<file path="src/logic/rcd_pkg.sv">
// Constants, command codes and register map of the remote command decoder
//------------------------------------------------------------------------
// Notes on behaviour
// - Start-falling command selects falling start edge
// - Stop commands pick rising or falling stop edge
// - Stop falling: only falling stop closes window
// - Qualifier high: accept clocks only when high
// - Qualifier low: accept clocks only when low
// - Probe off: ignore switch, clear four functions
// - Probe on: enable switch, clear, arm trigger
// - Triggered send: next signature after trigger
// - Unstable send: next signature flagged unstable
// - Current logic send: probe tip sampled now
// - Triggered logic send: tip held at trigger
// - Four digit load commands, one per digit
// - Compatibility commands keep their older meanings
// - Start-rising command selects rising start edge
// - Recall stays off until enabled again
//------------------------------------------------------------------------
package rcd_pkg;
	// Register offsets
	localparam logic [7:0] OFF_CMD = 8'h00;
	localparam logic [7:0] OFF_SETTINGS = 8'h04;
	localparam logic [7:0] OFF_RESP = 8'h08;
	localparam logic [7:0] OFF_DIGITS = 8'h0c;
	localparam logic [7:0] OFF_INT_STATUS = 8'h10;
	localparam logic [7:0] OFF_INT_MASK = 8'h14;
	// Command word layout
	localparam int CMD_C2_LSB = 0;
	localparam int CMD_C1_LSB = 8;
	localparam int CMD_C0_LSB = 16;
	localparam int CMD_ARG_LSB = 24;
	// Characters
	localparam logic [7:0] CH_NUL = 8'h00;
	localparam logic [7:0] CH_0 = 8'h30;
	localparam logic [7:0] CH_1 = 8'h31;
	localparam logic [7:0] CH_2 = 8'h32;
	localparam logic [7:0] CH_A = 8'h41;
	localparam logic [7:0] CH_C = 8'h43;
	localparam logic [7:0] CH_D = 8'h44;
	localparam logic [7:0] CH_E = 8'h45;
	localparam logic [7:0] CH_F = 8'h46;
	localparam logic [7:0] CH_I = 8'h49;
	localparam logic [7:0] CH_L = 8'h4c;
	localparam logic [7:0] CH_P = 8'h50;
	localparam logic [7:0] CH_Q = 8'h51;
	localparam logic [7:0] CH_R = 8'h52;
	localparam logic [7:0] CH_S = 8'h53;
	localparam logic [7:0] CH_T = 8'h54;
	localparam logic [7:0] CH_U = 8'h55;
	// Function setting bits
	localparam int FN_RECALL = 0;
	localparam int FN_QUALIFIER_INPUT = 4;
	localparam int FN_W = 5;
	localparam logic [FN_W-1:0] FN_PROBE_CLR = 5'h0f;
	localparam logic [FN_W-1:0] FN_RST = 5'h00;
	localparam logic [FN_W-1:0] FN_PRESET_QUALIFIER_INPUT = 5'h10;
	// Receive-polarities argument bits, one means rising
	localparam int RP_CLK_BIT = 0;
	localparam int RP_START_BIT = 1;
	localparam int RP_STOP_BIT = 2;
	// Settings readback layout
	localparam int SET_CLK_FALL = 5;
	localparam int SET_START_FALL = 6;
	localparam int SET_STOP_FALL = 7;
	localparam int SET_QUALIFIER_INPUT_LOW = 8;
	localparam int SET_PROBE_EN = 9;
	localparam int SET_ERROR = 10;
	// Response layout, interrupts, probe tip
	localparam int RESP_KIND_LSB = 28;
	localparam int INT_RESP = 0;
	localparam int INT_ERR = 1;
	localparam int INT_TRIG = 2;
	localparam int INT_W = 3;
	localparam int TIP_W = 2;
	localparam int NUM_DIGITS = 4;
	localparam logic PROBE_EN_RST = 1'b1;

	typedef enum logic [4:0] {
		op_none = 5'h00, start_rise_cmd = 5'h01, start_fall_cmd = 5'h02,
		stop_rise_cmd = 5'h03, stop_fall_cmd = 5'h04, qualifier_high_cmd = 5'h05,
		qualifier_low_cmd = 5'h06, clk_rise_cmd = 5'h07, clk_fall_cmd = 5'h08,
		probe_switch_off_cmd = 5'h09, probe_switch_on_cmd = 5'h0a,
		send_triggered_signature_cmd = 5'h0b, send_unstable_signature_cmd = 5'h0c,
		send_current_logic_cmd = 5'h0d, send_triggered_logic_cmd = 5'h0e,
		send_error_cmd = 5'h0f, send_pol_cmd = 5'h10, send_id_cmd = 5'h11,
		send_trig_bit_cmd = 5'h12, load_pol_cmd = 5'h13, load_digit_cmd = 5'h14,
		preset_norm_cmd = 5'h15, preset_qualifier_input_cmd = 5'h16, func_set_cmd = 5'h17,
		reset_cmd = 5'h18, op_bad = 5'h19
	} rcd_op_e;

	typedef enum logic [3:0] {
		rk_trig_sig = 4'h1, rk_unst_sig = 4'h2, rk_cur_logic = 4'h3,
		rk_trig_logic = 4'h4, rk_error = 4'h5, rk_pol = 4'h6, rk_id = 4'h7,
		rk_trig_bit = 4'h8
	} rcd_resp_e;
endpackage : rcd_pkg

</file>
<file path="src/logic/rcd_cmd_decode.sv">
// Classifies a three-character command into an operation
`timescale 1ns/1ps
module rcd_cmd_decode (
	input wire logic [7:0] c0,
	input wire logic [7:0] c1,
	input wire logic [7:0] c2,
	output rcd_pkg::rcd_op_e op,
	output logic [2:0] sel,
	output logic val
);
	logic is12;
	logic is01;
	logic two;
	assign is12 = (c2 == rcd_pkg::CH_1) || (c2 == rcd_pkg::CH_2);
	assign is01 = (c2 == rcd_pkg::CH_0) || (c2 == rcd_pkg::CH_1);
	assign two = (c2 == rcd_pkg::CH_NUL);

	always_comb
	begin
		op = rcd_pkg::op_bad;
		sel = 3'h0;
		val = (c2 == rcd_pkg::CH_1);
		case (c0)
			rcd_pkg::CH_P:
			begin
				case (c1)
					rcd_pkg::CH_T: if (is12) op = val ? rcd_pkg::start_rise_cmd : rcd_pkg::start_fall_cmd;
					rcd_pkg::CH_P: if (is12) op = val ? rcd_pkg::stop_rise_cmd : rcd_pkg::stop_fall_cmd;
					rcd_pkg::CH_Q: if (is12) op = val ? rcd_pkg::qualifier_high_cmd : rcd_pkg::qualifier_low_cmd;
					rcd_pkg::CH_C: if (is12) op = val ? rcd_pkg::clk_rise_cmd : rcd_pkg::clk_fall_cmd;
					rcd_pkg::CH_S:
						if (is01)
							op = val ? rcd_pkg::probe_switch_on_cmd : rcd_pkg::probe_switch_off_cmd;
					default: op = rcd_pkg::op_bad;
				endcase
			end
			rcd_pkg::CH_S:
			begin
				case (c1)
					rcd_pkg::CH_S:
						if (is12)
							op = val ? rcd_pkg::send_triggered_signature_cmd
								: rcd_pkg::send_unstable_signature_cmd;
					rcd_pkg::CH_L:
						if (is12)
							op = val ? rcd_pkg::send_current_logic_cmd : rcd_pkg::send_triggered_logic_cmd;
					rcd_pkg::CH_E: if (two) op = rcd_pkg::send_error_cmd;
					rcd_pkg::CH_P: if (two) op = rcd_pkg::send_pol_cmd;
					rcd_pkg::CH_I: if (two) op = rcd_pkg::send_id_cmd;
					rcd_pkg::CH_T: if (two) op = rcd_pkg::send_trig_bit_cmd;
					default: op = rcd_pkg::op_bad;
				endcase
			end
			rcd_pkg::CH_I: if (c1 == rcd_pkg::CH_D && two) op = rcd_pkg::send_id_cmd;
			rcd_pkg::CH_R:
			begin
				if (two && c1 >= rcd_pkg::CH_A && c1 <= rcd_pkg::CH_D)
				begin
					op = rcd_pkg::load_digit_cmd;
					sel = 3'(c1 - rcd_pkg::CH_A);
				end
				else if (two && c1 == rcd_pkg::CH_P)
					op = rcd_pkg::load_pol_cmd;
				else if (two && c1 == rcd_pkg::CH_S)
					op = rcd_pkg::reset_cmd;
			end
			rcd_pkg::CH_F:
			begin
				val = (c2 == rcd_pkg::CH_1);
				case (c1)
					rcd_pkg::CH_0: if (two) op = rcd_pkg::preset_norm_cmd;
					rcd_pkg::CH_1: if (two) op = rcd_pkg::preset_qualifier_input_cmd;
					rcd_pkg::CH_R, rcd_pkg::CH_E, rcd_pkg::CH_S, rcd_pkg::CH_U, rcd_pkg::CH_Q:
						if (is01) op = rcd_pkg::func_set_cmd;
					default: op = rcd_pkg::op_bad;
				endcase
				case (c1)
					rcd_pkg::CH_E: sel = 3'h1;
					rcd_pkg::CH_S: sel = 3'h2;
					rcd_pkg::CH_U: sel = 3'h3;
					rcd_pkg::CH_Q: sel = 3'h4;
					default: sel = 3'h0;
				endcase
			end
			default: op = rcd_pkg::op_bad;
		endcase
	end
endmodule : rcd_cmd_decode

</file>
<file path="src/logic/rcd_top.sv">
// Remote command decoder: register port, polarity, window and response logic
//
// The strobed register port and the register offsets were left to the implementer.
`timescale 1ns/1ps
module rcd_top #(
	parameter int SIG_W = 16,
	parameter int DIGIT_W = 8,
	parameter logic [15:0] ID_CODE = 16'h5a3c // Arbitrary identity value
) (
	input wire logic mclk,
	input wire logic rst,
	input wire logic [7:0] addr,
	input wire logic [31:0] wdata,
	input wire logic wr,
	input wire logic rd,
	output logic [31:0] rdata_q,
	input wire logic start_in,
	input wire logic stop_in,
	input wire logic qualifier_input,
	input wire logic probe_clk_in,
	input wire logic probe_switch_in,
	input wire logic [rcd_pkg::TIP_W-1:0] probe_tip_in,
	input wire logic sig_valid_in,
	input wire logic sig_unstable_in,
	input wire logic [SIG_W-1:0] signature_in,
	output logic window_open_q,
	output logic sig_accept_q,
	output logic clk_fall_q,
	output logic start_fall_q,
	output logic stop_fall_q,
	output logic qualifier_input_low_q,
	output logic [rcd_pkg::FN_W-1:0] func_q,
	output logic probe_en_q,
	output logic [rcd_pkg::NUM_DIGITS*DIGIT_W-1:0] digits_q,
	output logic [31:0] resp_q,
	output logic resp_ready_q,
	output logic irq_q
);
	generate
		if (SIG_W < 1 || SIG_W > rcd_pkg::RESP_KIND_LSB || DIGIT_W < 1 || DIGIT_W > 8)
		begin : g_bad_param
			$error("rcd_top: unsupported SIG_W or DIGIT_W");
		end
	endgenerate

	//--------------------------------------------------------------------
	// Command decode
	//--------------------------------------------------------------------
	rcd_pkg::rcd_op_e dec_op;
	rcd_pkg::rcd_op_e op_g;
	logic [2:0] dec_sel;
	logic dec_val;
	logic [7:0] arg;
	logic cmd_wr;

	rcd_cmd_decode u_dec (
		.c0(wdata[rcd_pkg::CMD_C0_LSB +: 8]),
		.c1(wdata[rcd_pkg::CMD_C1_LSB +: 8]),
		.c2(wdata[rcd_pkg::CMD_C2_LSB +: 8]),
		.op(dec_op),
		.sel(dec_sel),
		.val(dec_val)
	);

	assign cmd_wr = wr && (addr == rcd_pkg::OFF_CMD);
	assign op_g = cmd_wr ? dec_op : rcd_pkg::op_none;
	assign arg = wdata[rcd_pkg::CMD_ARG_LSB +: 8];

	//--------------------------------------------------------------------
	// Settings
	//--------------------------------------------------------------------
	// An unknown code falls to the default branch, so nothing changes
	always_ff @(posedge mclk or posedge rst)
	begin
		if (rst)
		begin
			clk_fall_q <= 1'b0;
			start_fall_q <= 1'b0;
			stop_fall_q <= 1'b0;
			qualifier_input_low_q <= 1'b0;
			func_q <= rcd_pkg::FN_RST;
			probe_en_q <= rcd_pkg::PROBE_EN_RST;
		end
		else
		begin
			case (op_g)
				rcd_pkg::start_rise_cmd: start_fall_q <= 1'b0;
				rcd_pkg::start_fall_cmd: start_fall_q <= 1'b1;
				rcd_pkg::stop_rise_cmd: stop_fall_q <= 1'b0;
				rcd_pkg::stop_fall_cmd: stop_fall_q <= 1'b1;
				rcd_pkg::qualifier_high_cmd: qualifier_input_low_q <= 1'b0;
				rcd_pkg::qualifier_low_cmd: qualifier_input_low_q <= 1'b1;
				rcd_pkg::clk_rise_cmd: clk_fall_q <= 1'b0;
				rcd_pkg::clk_fall_cmd: clk_fall_q <= 1'b1;
				rcd_pkg::probe_switch_off_cmd:
				begin
					probe_en_q <= 1'b0;
					func_q <= func_q & ~rcd_pkg::FN_PROBE_CLR;
				end
				rcd_pkg::probe_switch_on_cmd:
				begin
					probe_en_q <= 1'b1;
					func_q <= func_q & ~rcd_pkg::FN_PROBE_CLR;
				end
				rcd_pkg::preset_norm_cmd: func_q <= rcd_pkg::FN_RST;
				rcd_pkg::preset_qualifier_input_cmd: func_q <= rcd_pkg::FN_PRESET_QUALIFIER_INPUT;
				rcd_pkg::func_set_cmd: func_q[dec_sel] <= dec_val;
				rcd_pkg::load_pol_cmd:
				begin
					clk_fall_q <= ~arg[rcd_pkg::RP_CLK_BIT];
					start_fall_q <= ~arg[rcd_pkg::RP_START_BIT];
					stop_fall_q <= ~arg[rcd_pkg::RP_STOP_BIT];
				end
				rcd_pkg::reset_cmd:
				begin
					clk_fall_q <= 1'b0;
					start_fall_q <= 1'b0;
					stop_fall_q <= 1'b0;
					qualifier_input_low_q <= 1'b0;
					func_q <= rcd_pkg::FN_RST;
					probe_en_q <= rcd_pkg::PROBE_EN_RST;
				end
				default: ;
			endcase
		end
	end

	//--------------------------------------------------------------------
	// Edge detection, window and clock qualification
	//--------------------------------------------------------------------
	logic start_prev_q;
	logic stop_prev_q;
	logic pclk_prev_q;
	logic sw_prev_q;
	logic start_ev;
	logic stop_ev;
	logic clk_ev;
	logic qualifier_input_ok;
	logic press;

	always_ff @(posedge mclk or posedge rst)
	begin
		if (rst)
		begin
			start_prev_q <= 1'b0;
			stop_prev_q <= 1'b0;
			pclk_prev_q <= 1'b0;
			sw_prev_q <= 1'b0;
		end
		else
		begin
			start_prev_q <= start_in;
			stop_prev_q <= stop_in;
			pclk_prev_q <= probe_clk_in;
			sw_prev_q <= probe_switch_in;
		end
	end

	assign start_ev = start_fall_q ? (start_prev_q && !start_in)
		: (!start_prev_q && start_in);
	assign stop_ev = stop_fall_q ? (stop_prev_q && !stop_in) : (!stop_prev_q && stop_in);
	assign clk_ev = clk_fall_q ? (pclk_prev_q && !probe_clk_in) : (!pclk_prev_q && probe_clk_in);
	assign qualifier_input_ok = !func_q[rcd_pkg::FN_QUALIFIER_INPUT] || (qualifier_input == !qualifier_input_low_q);
	// A disabled switch is ignored entirely
	assign press = probe_en_q && !sw_prev_q && probe_switch_in;

	always_ff @(posedge mclk or posedge rst)
	begin
		if (rst)
			window_open_q <= 1'b0;
		else if (window_open_q && stop_ev)
			window_open_q <= 1'b0;
		else if (start_ev)
			window_open_q <= 1'b1;
	end

	always_ff @(posedge mclk or posedge rst)
	begin
		if (rst)
			sig_accept_q <= 1'b0;
		else
			sig_accept_q <= window_open_q && clk_ev && qualifier_input_ok;
	end

	//--------------------------------------------------------------------
	// Pending sends and response word
	//--------------------------------------------------------------------
	logic trig_arm_q;
	logic trig_seen_q;
	logic unst_arm_q;
	logic trig_bit_q;
	logic error_q;
	logic [rcd_pkg::TIP_W-1:0] trig_logic_q;
	logic resp_set;
	logic sig_done;
	logic [31:0] resp_d;

	assign sig_done = trig_seen_q && sig_valid_in;

	// One response slot: a later send overwrites an uncollected one
	always_comb
	begin
		resp_set = 1'b0;
		resp_d = 32'h0;
		if (sig_done)
		begin
			resp_set = 1'b1;
			resp_d[rcd_pkg::RESP_KIND_LSB +: 4] = rcd_pkg::rk_trig_sig;
			resp_d[SIG_W-1:0] = signature_in;
		end
		else if (unst_arm_q && sig_valid_in && sig_unstable_in)
		begin
			resp_set = 1'b1;
			resp_d[rcd_pkg::RESP_KIND_LSB +: 4] = rcd_pkg::rk_unst_sig;
			resp_d[SIG_W-1:0] = signature_in;
		end
		case (op_g)
			rcd_pkg::send_current_logic_cmd:
			begin
				resp_set = 1'b1;
				resp_d = {rcd_pkg::rk_cur_logic, 28'h0};
				resp_d[rcd_pkg::TIP_W-1:0] = probe_tip_in;
			end
			rcd_pkg::send_triggered_logic_cmd:
			begin
				resp_set = 1'b1;
				resp_d = {rcd_pkg::rk_trig_logic, 28'h0};
				resp_d[rcd_pkg::TIP_W-1:0] = trig_logic_q;
			end
			rcd_pkg::send_error_cmd:
			begin
				resp_set = 1'b1;
				resp_d = {rcd_pkg::rk_error, 27'h0, error_q};
			end
			rcd_pkg::send_pol_cmd:
			begin
				resp_set = 1'b1;
				resp_d = {rcd_pkg::rk_pol, 24'h0, qualifier_input_low_q, stop_fall_q, start_fall_q, clk_fall_q};
			end
			rcd_pkg::send_id_cmd:
			begin
				resp_set = 1'b1;
				resp_d = {rcd_pkg::rk_id, 12'h0, ID_CODE};
			end
			rcd_pkg::send_trig_bit_cmd:
			begin
				resp_set = 1'b1;
				resp_d = {rcd_pkg::rk_trig_bit, 27'h0, trig_bit_q};
			end
			default: ;
		endcase
	end

	always_ff @(posedge mclk or posedge rst)
	begin
		if (rst)
		begin
			trig_arm_q <= 1'b0;
			trig_seen_q <= 1'b0;
			unst_arm_q <= 1'b0;
		end
		else
		begin
			if (op_g == rcd_pkg::send_triggered_signature_cmd || op_g == rcd_pkg::probe_switch_on_cmd)
			begin
				trig_arm_q <= 1'b1;
				trig_seen_q <= 1'b0;
			end
			else if (sig_done)
			begin
				trig_arm_q <= 1'b0;
				trig_seen_q <= 1'b0;
			end
			else if (trig_arm_q && press)
				trig_seen_q <= 1'b1;
			if (op_g == rcd_pkg::send_unstable_signature_cmd)
				unst_arm_q <= 1'b1;
			else if (!sig_done && sig_valid_in && sig_unstable_in)
				unst_arm_q <= 1'b0;
		end
	end

	always_ff @(posedge mclk or posedge rst)
	begin
		if (rst)
		begin
			trig_bit_q <= 1'b0;
			trig_logic_q <= '0;
			error_q <= 1'b0;
		end
		else
		begin
			if (press)
			begin
				trig_bit_q <= 1'b1;
				trig_logic_q <= probe_tip_in;
			end
			else if (op_g == rcd_pkg::send_trig_bit_cmd)
				trig_bit_q <= 1'b0;
			if (op_g == rcd_pkg::op_bad)
				error_q <= 1'b1;
			else if (op_g == rcd_pkg::send_error_cmd)
				error_q <= 1'b0;
		end
	end

	// Set wins over the clear that a read of the response gives
	always_ff @(posedge mclk or posedge rst)
	begin
		if (rst)
		begin
			resp_ready_q <= 1'b0;
			resp_q <= 32'h0;
		end
		else if (resp_set)
		begin
			resp_ready_q <= 1'b1;
			resp_q <= resp_d;
		end
		else if (rd && addr == rcd_pkg::OFF_RESP)
			resp_ready_q <= 1'b0;
	end

	//--------------------------------------------------------------------
	// Display digits
	//--------------------------------------------------------------------
	genvar gi;
	generate
		for (gi = 0; gi < rcd_pkg::NUM_DIGITS; gi++)
		begin : g_digit
			always_ff @(posedge mclk or posedge rst)
			begin
				if (rst)
					digits_q[gi*DIGIT_W +: DIGIT_W] <= '0;
				else if (op_g == rcd_pkg::load_digit_cmd && dec_sel == 3'(gi))
					digits_q[gi*DIGIT_W +: DIGIT_W] <= arg[DIGIT_W-1:0];
			end
		end
	endgenerate

	//--------------------------------------------------------------------
	// Interrupts and register reads
	//--------------------------------------------------------------------
	logic [rcd_pkg::INT_W-1:0] int_status_q;
	logic [rcd_pkg::INT_W-1:0] int_status_d;
	logic [rcd_pkg::INT_W-1:0] int_mask_q;
	logic [rcd_pkg::INT_W-1:0] int_ev;
	logic [rcd_pkg::INT_W-1:0] int_clr;

	always_comb
	begin
		int_ev = '0;
		int_ev[rcd_pkg::INT_RESP] = resp_set;
		int_ev[rcd_pkg::INT_ERR] = (op_g == rcd_pkg::op_bad);
		int_ev[rcd_pkg::INT_TRIG] = press;
		int_clr = (wr && addr == rcd_pkg::OFF_INT_STATUS) ? wdata[rcd_pkg::INT_W-1:0] : '0;
		int_status_d = (int_status_q & ~int_clr) | int_ev;
	end

	always_ff @(posedge mclk or posedge rst)
	begin
		if (rst)
		begin
			int_status_q <= '0;
			int_mask_q <= '0;
			irq_q <= 1'b0;
		end
		else
		begin
			int_status_q <= int_status_d;
			if (wr && addr == rcd_pkg::OFF_INT_MASK)
				int_mask_q <= wdata[rcd_pkg::INT_W-1:0];
			irq_q <= |(int_status_d & int_mask_q);
		end
	end

	always_ff @(posedge mclk or posedge rst)
	begin
		if (rst)
			rdata_q <= 32'h0;
		else if (!rd)
			rdata_q <= 32'h0;
		else
		begin
			rdata_q <= 32'h0;
			case (addr)
				rcd_pkg::OFF_SETTINGS: rdata_q <= {21'h0, error_q, probe_en_q, qualifier_input_low_q,
					stop_fall_q, start_fall_q, clk_fall_q, func_q};
				rcd_pkg::OFF_RESP: rdata_q <= resp_q;
				rcd_pkg::OFF_DIGITS: rdata_q <= 32'(digits_q);
				rcd_pkg::OFF_INT_STATUS: rdata_q <= 32'(int_status_q);
				rcd_pkg::OFF_INT_MASK: rdata_q <= 32'(int_mask_q);
				default: rdata_q <= 32'h0;
			endcase
		end
	end
endmodule : rcd_top

</file>
<file path="config.mk">
export PLATFORM = sky130hd
export DESIGN_NAME = rcd_top
export DESIGN_NICKNAME = d
export VERILOG_FILES = /design/src/logic/rcd_pkg.sv /design/src/logic/rcd_cmd_decode.sv /design/src/logic/rcd_top.sv
export SDC_FILE = /design/constraint.sdc
export NUM_CORES = 1
export LEC_CHECK = 0
export BUFFER_PORTS_ARGS = -buffer_cell sky130_fd_sc_hd__buf_2
export CORE_ASPECT_RATIO = 1.4
export CORE_MARGIN = 8
export CORE_UTILIZATION = 30
export DETAILED_ROUTE_END_ITERATION = 7
export PLACE_DENSITY_LB_ADDON = 0.1
export SLEW_MARGIN = 20
export SYNTH_ARGS = -nofsm -noshare
export SYNTH_HDL_FRONTEND = slang
export SYNTH_HIERARCHICAL = 1
export SYNTH_SLANG_ARGS = --single-unit
</file>
<file path="constraint.sdc">
create_clock -name mclk -period 5.1 [get_ports mclk]
set_input_delay 1.02 -clock mclk [delete_from_list [all_inputs] [get_ports mclk]]
set_output_delay 1.02 -clock mclk [all_outputs]
set_load 0.01 [all_outputs]
</file>
==> impl_metrics.prom <==
# TYPE chip_impl_metric gauge
chip_impl_info{name="status",value="finished, final reports clean"} 1
chip_impl_metric{name="wirelength",unit="um"} 24400
chip_impl_metric{name="io_pins",unit=""} 179
chip_impl_info{name="ys.flop_type",value="dfrtp_1"} 1
chip_impl_metric{name="synthesis.area_per_instance",unit="um^2"} 10.1
chip_impl_metric{name="timing.fmax",unit="MHz"} 225
chip_impl_metric{name="routed_wire_length_per_instance",unit="um"} 22.7
chip_impl_info{name="min_path_type",value="register to register"} 1
chip_impl_metric{name="synthCells",unit=""} 628
chip_impl_metric{name="finalWorstSetupSlack",unit="ns"} 0.659
chip_impl_metric{name="fillerInstances",unit=""} 2177
chip_impl_info{name="critPathLaunchType",value="input pin"} 1
chip_impl_metric{name="initial_core_util",unit="%"} 30.3
chip_impl_metric{name="final.period_utilization",unit="%"} 87.1
chip_impl_metric{name="insertedDiodeCount",unit=""} 0
chip_impl_metric{name="floorplan.rows",unit=""} 63
chip_impl_info{name="crit_type",value="input pin to register"} 1
chip_impl_metric{name="power_share_of_the_clock_group",unit="%"} 51.7
chip_impl_metric{name="maxSlewViolCount",unit=""} 0
chip_impl_metric{name="synth_enable_flop_cells",unit=""} 0
chip_impl_info{name="worstSetupEndpointType",value="register"} 1
chip_impl_metric{name="async_reset_ff_share",unit="%"} 100
chip_impl_metric{name="net-switching-power",unit="uW"} 539
chip_impl_metric{name="crit_arrival",unit="ns"} 4.73
chip_impl_metric{name="timing.max_slew.rel_slack",unit="%"} 27.4
chip_impl_metric{name="post_route_ant_nets",unit=""} 0
chip_impl_metric{name="antenna_found_initial",unit=""} 0
chip_impl_metric{name="detailed_place.area",unit="um^2"} 7520
chip_impl_metric{name="power_per_cell_area",unit="nW/um^2"} 276
chip_impl_metric{name="clk_pin_slew_worst_paths",unit="ns"} 0.06
chip_impl_info{name="clock_tree.root_cell",value="clkbuf_16"} 1
chip_impl_metric{name="synth.lib_cells_used.distinct",unit=""} 80
chip_impl_metric{name="cts_htree_levels",unit=""} 4
chip_impl_metric{name="grt_remaining_overflow",unit=""} 0
chip_impl_metric{name="number_of_hold_repair_buffers_added_at_the_cts_stage",unit=""} 0
chip_impl_metric{name="finalHoldViolCount",unit=""} 0
chip_impl_metric{name="timing.critical_path.fanout_max",unit=""} 19
chip_impl_metric{name="dp.final_hpwl",unit="um"} 19700
chip_impl_metric{name="portBuffers",unit=""} 166
chip_impl_metric{name="p_leak",unit="nW"} 4.12
chip_impl_metric{name="drt_pass1_iterations",unit=""} 5
chip_impl_metric{name="share_of_the_yosys_chip_area_belonging_to_registers",unit="%"} 45.2
chip_impl_metric{name="swShare",unit="%"} 24.2
chip_impl_metric{name="via_count",unit=""} 5807
chip_impl_metric{name="layout-drive-gt1-share",unit="%"} 35.9
chip_impl_metric{name="finalInstanceArea",unit="um^2"} 8090
chip_impl_metric{name="vdd_ir_drop_max",unit="uV"} 207
chip_impl_metric{name="ctsLongestPathBuffers",unit=""} 2
chip_impl_metric{name="layout.nets",unit=""} 880
chip_impl_metric{name="clk-insertion-delay-late",unit="ns"} 0.41
chip_impl_info{name="clock_tree_from_tritoncts",value="yes"} 1
chip_impl_metric{name="die_w",unit="um"} 139
chip_impl_metric{name="yosysWarnings",unit=""} 6
chip_impl_metric{name="largest_net_degree_at_the_start_of_global_routing",unit=""} 50
chip_impl_metric{name="post-cts-setup-buffers",unit=""} 0
chip_impl_metric{name="first_global_vias",unit=""} 6295
chip_impl_metric{name="synth.ff_latch_count",unit=""} 115
chip_impl_metric{name="tritoncts.num_buffers",unit=""} 17
chip_impl_metric{name="fin_worst_skew",unit="ns"} 0.00916
chip_impl_metric{name="worstPathRequired",unit="ns"} 5.39
chip_impl_metric{name="vias_per_cell",unit=""} 5.38
chip_impl_metric{name="setup-tns-final",unit="ns"} 0
chip_impl_metric{name="worst_pin_slew",unit="ns"} 1.07
chip_impl_metric{name="area_delta_synth_final",unit="%"} 26.9
chip_impl_metric{name="dr.first_iter.drc_count",unit=""} 319
chip_impl_metric{name="final-setup-viol-count",unit=""} 0
chip_impl_metric{name="groute.usage.overall",unit="%"} 18.9
chip_impl_metric{name="place.gp.congestion",unit=""} 0.910
chip_impl_metric{name="internal_power",unit="mW"} 1.69
chip_impl_metric{name="count_of_max_cap_constraint_violations",unit=""} 0
chip_impl_metric{name="clock_sinks",unit=""} 115
chip_impl_info{name="setup_repair_after_global_routing_missed_its_margin",value="no"} 1
chip_impl_metric{name="grt_pass1_wl",unit="um"} 38000
chip_impl_metric{name="dieArea",unit="um^2"} 26200
chip_impl_metric{name="power_frac_comb",unit="%"} 6.7
chip_impl_metric{name="cts_resized",unit=""} 0
chip_impl_metric{name="drc_errors",unit=""} 0
chip_impl_metric{name="detailedPlace.worstSlack",unit="ns"} 0.266
chip_impl_metric{name="layout_min_cycle_time",unit="ns"} 4.44
chip_impl_metric{name="pwr-share-seq",unit="%"} 41.5
chip_impl_metric{name="chipHeight",unit="um"} 188
chip_impl_metric{name="coreArea",unit="um^2"} 21000
chip_impl_metric{name="synth.cell_area",unit="um^2"} 6370
## routing by layer
metal	global-route usage (%)	vias up	wire (um)
li1	-	2669	-
met2	36.7	198	13600
met3	3.62	57	1100
met4	11.2	0	1390
met5	0	-	0
met1	18.0	2883	8410
## final timing paths
check,from,to,slack [ns],depth (start not counted)
min in group asynchronous,rst,sig_accept_q,0.69,2
max,wdata[12],digits_q[23],0.66,10
min,digits_q[20],rdata_q[20],0.49,1
max reg2reg,unst_arm_q,irq_q,3.02,4
min reg2reg,digits_q[20],rdata_q[20],0.49,1
max in group asynchronous,rst,rdata_q[8],3.44,3
## cells in the final DEF, fill, tap and decap left out, types with 11 or more instances in the layout
cell type,instances
nand2_1,46
nor3_1,11
dfrtp_1,114
and2_1,14
nor2_1,53
o21ai_0,30
conb_1,12
clkbuf_16,17
a21oi_1,26
mux2i_1,14
buf_4,26
buf_2,166
mux2_2,46
nand3_1,23
inv_1,11
## kinds of logic (layout without fill, tap and decap cells)
kind of cell | after synthesis | after routing | share of synthesized area (%)
adder cells (fa/ha/maj) | 5 | 5 | 0.982
flip-flops | 115 | 115 | 45.2
AND/OR/NAND/NOR | 233 | 233 | 21.3
buffers and inverters | 56 | 236 | 4.62
multiplexers | 60 | 60 | 10.3
AO/OA/AOI/OAI | 153 | 153 | 16.8
other | 1 | 12 | 0.0589
XOR/XNOR | 5 | 5 | 0.688
## synthesized netlist by cell type (all sizes together) (6+ instances only)
master	instances	area (um^2)
and3	8	52.6
nor3b	6	55.1
nor4	8	86.3
a21oi	26	130
nand4	11	90.1
nand2b	9	56.3
a22oi	10	75.1
inv	12	45.0
a211oi	6	45.0
o21ai	32	164
a22o	10	87.6
dfrtp	114	2850
nand3	23	115
nor2b	8	50.1
and2	15	95.1
nor2	55	211
nand2	47	179
clkbuf	20	76.3
mux2i	14	140
a2bb2oi	9	78.8
mux2	46	518
buf	24	173
nor3	16	136
## stage by stage
step	util, %	power, mW	cells	hold WS (ns)
after global placement	35.7	1.09	1047	0.491
after CTS	38.4	2.26	1079	0.499
after detailed placement	35.7	1.09	1047	0.487
after global routing	38.4	2.31	1079	0.527
final	38.4	2.23	1079	0.493
after floorplan	-	1.02	639	0.467
## sequential cells by signal, indices dropped and copies added, names as in the netlist, 2 cells and up
register,cells
resp_q,20
func_q,5
rdata_q,32
digits_q,32
trig_logic_q,2
int_status_q,3
int_mask_q,3
## cell type report
class                           instances  area [um^2]  share of cell area [%]
Inverter                               12         47.5                   0.588
Clock buffer                           20          437                    5.40
Multi-Input combinational cell        468         3240                    40.0
Timing Repair Buffer                  192         1030                    12.7
Sequential cell                       115         2880                    35.6
Clock inverter                         12          133                    1.64
Tap cell                              260          325                    4.02
## critical path: stages
cell and delay (ns):
buf_2 0.22, nor4b_1 0.95, nand3_1 0.27, a2bb2oi_1 0.20, o21ai_1 0.14, a221o_1 0.37, nor2b_1 0.35, nand4_4 0.27
nor3_4 0.51, mux2_2 0.39
## power groups by stage
| stage | registers (mW) | logic, mW | clock network, mW |
|---|---|---|---|
| 2_1_floorplan | 0.941 | 0.0814 | 0 |
| 3_3_place_gp | 0.941 | 0.151 | 0 |
| 3_5_place_dp | 0.942 | 0.152 | 0 |
| 4_1_cts | 0.926 | 0.152 | 1.18 |
| 5_1_grt | 0.926 | 0.165 | 1.22 |
| 6_report | 0.926 | 0.150 | 1.15 |
No activity file was read; power rests on OpenSTA's default activity.
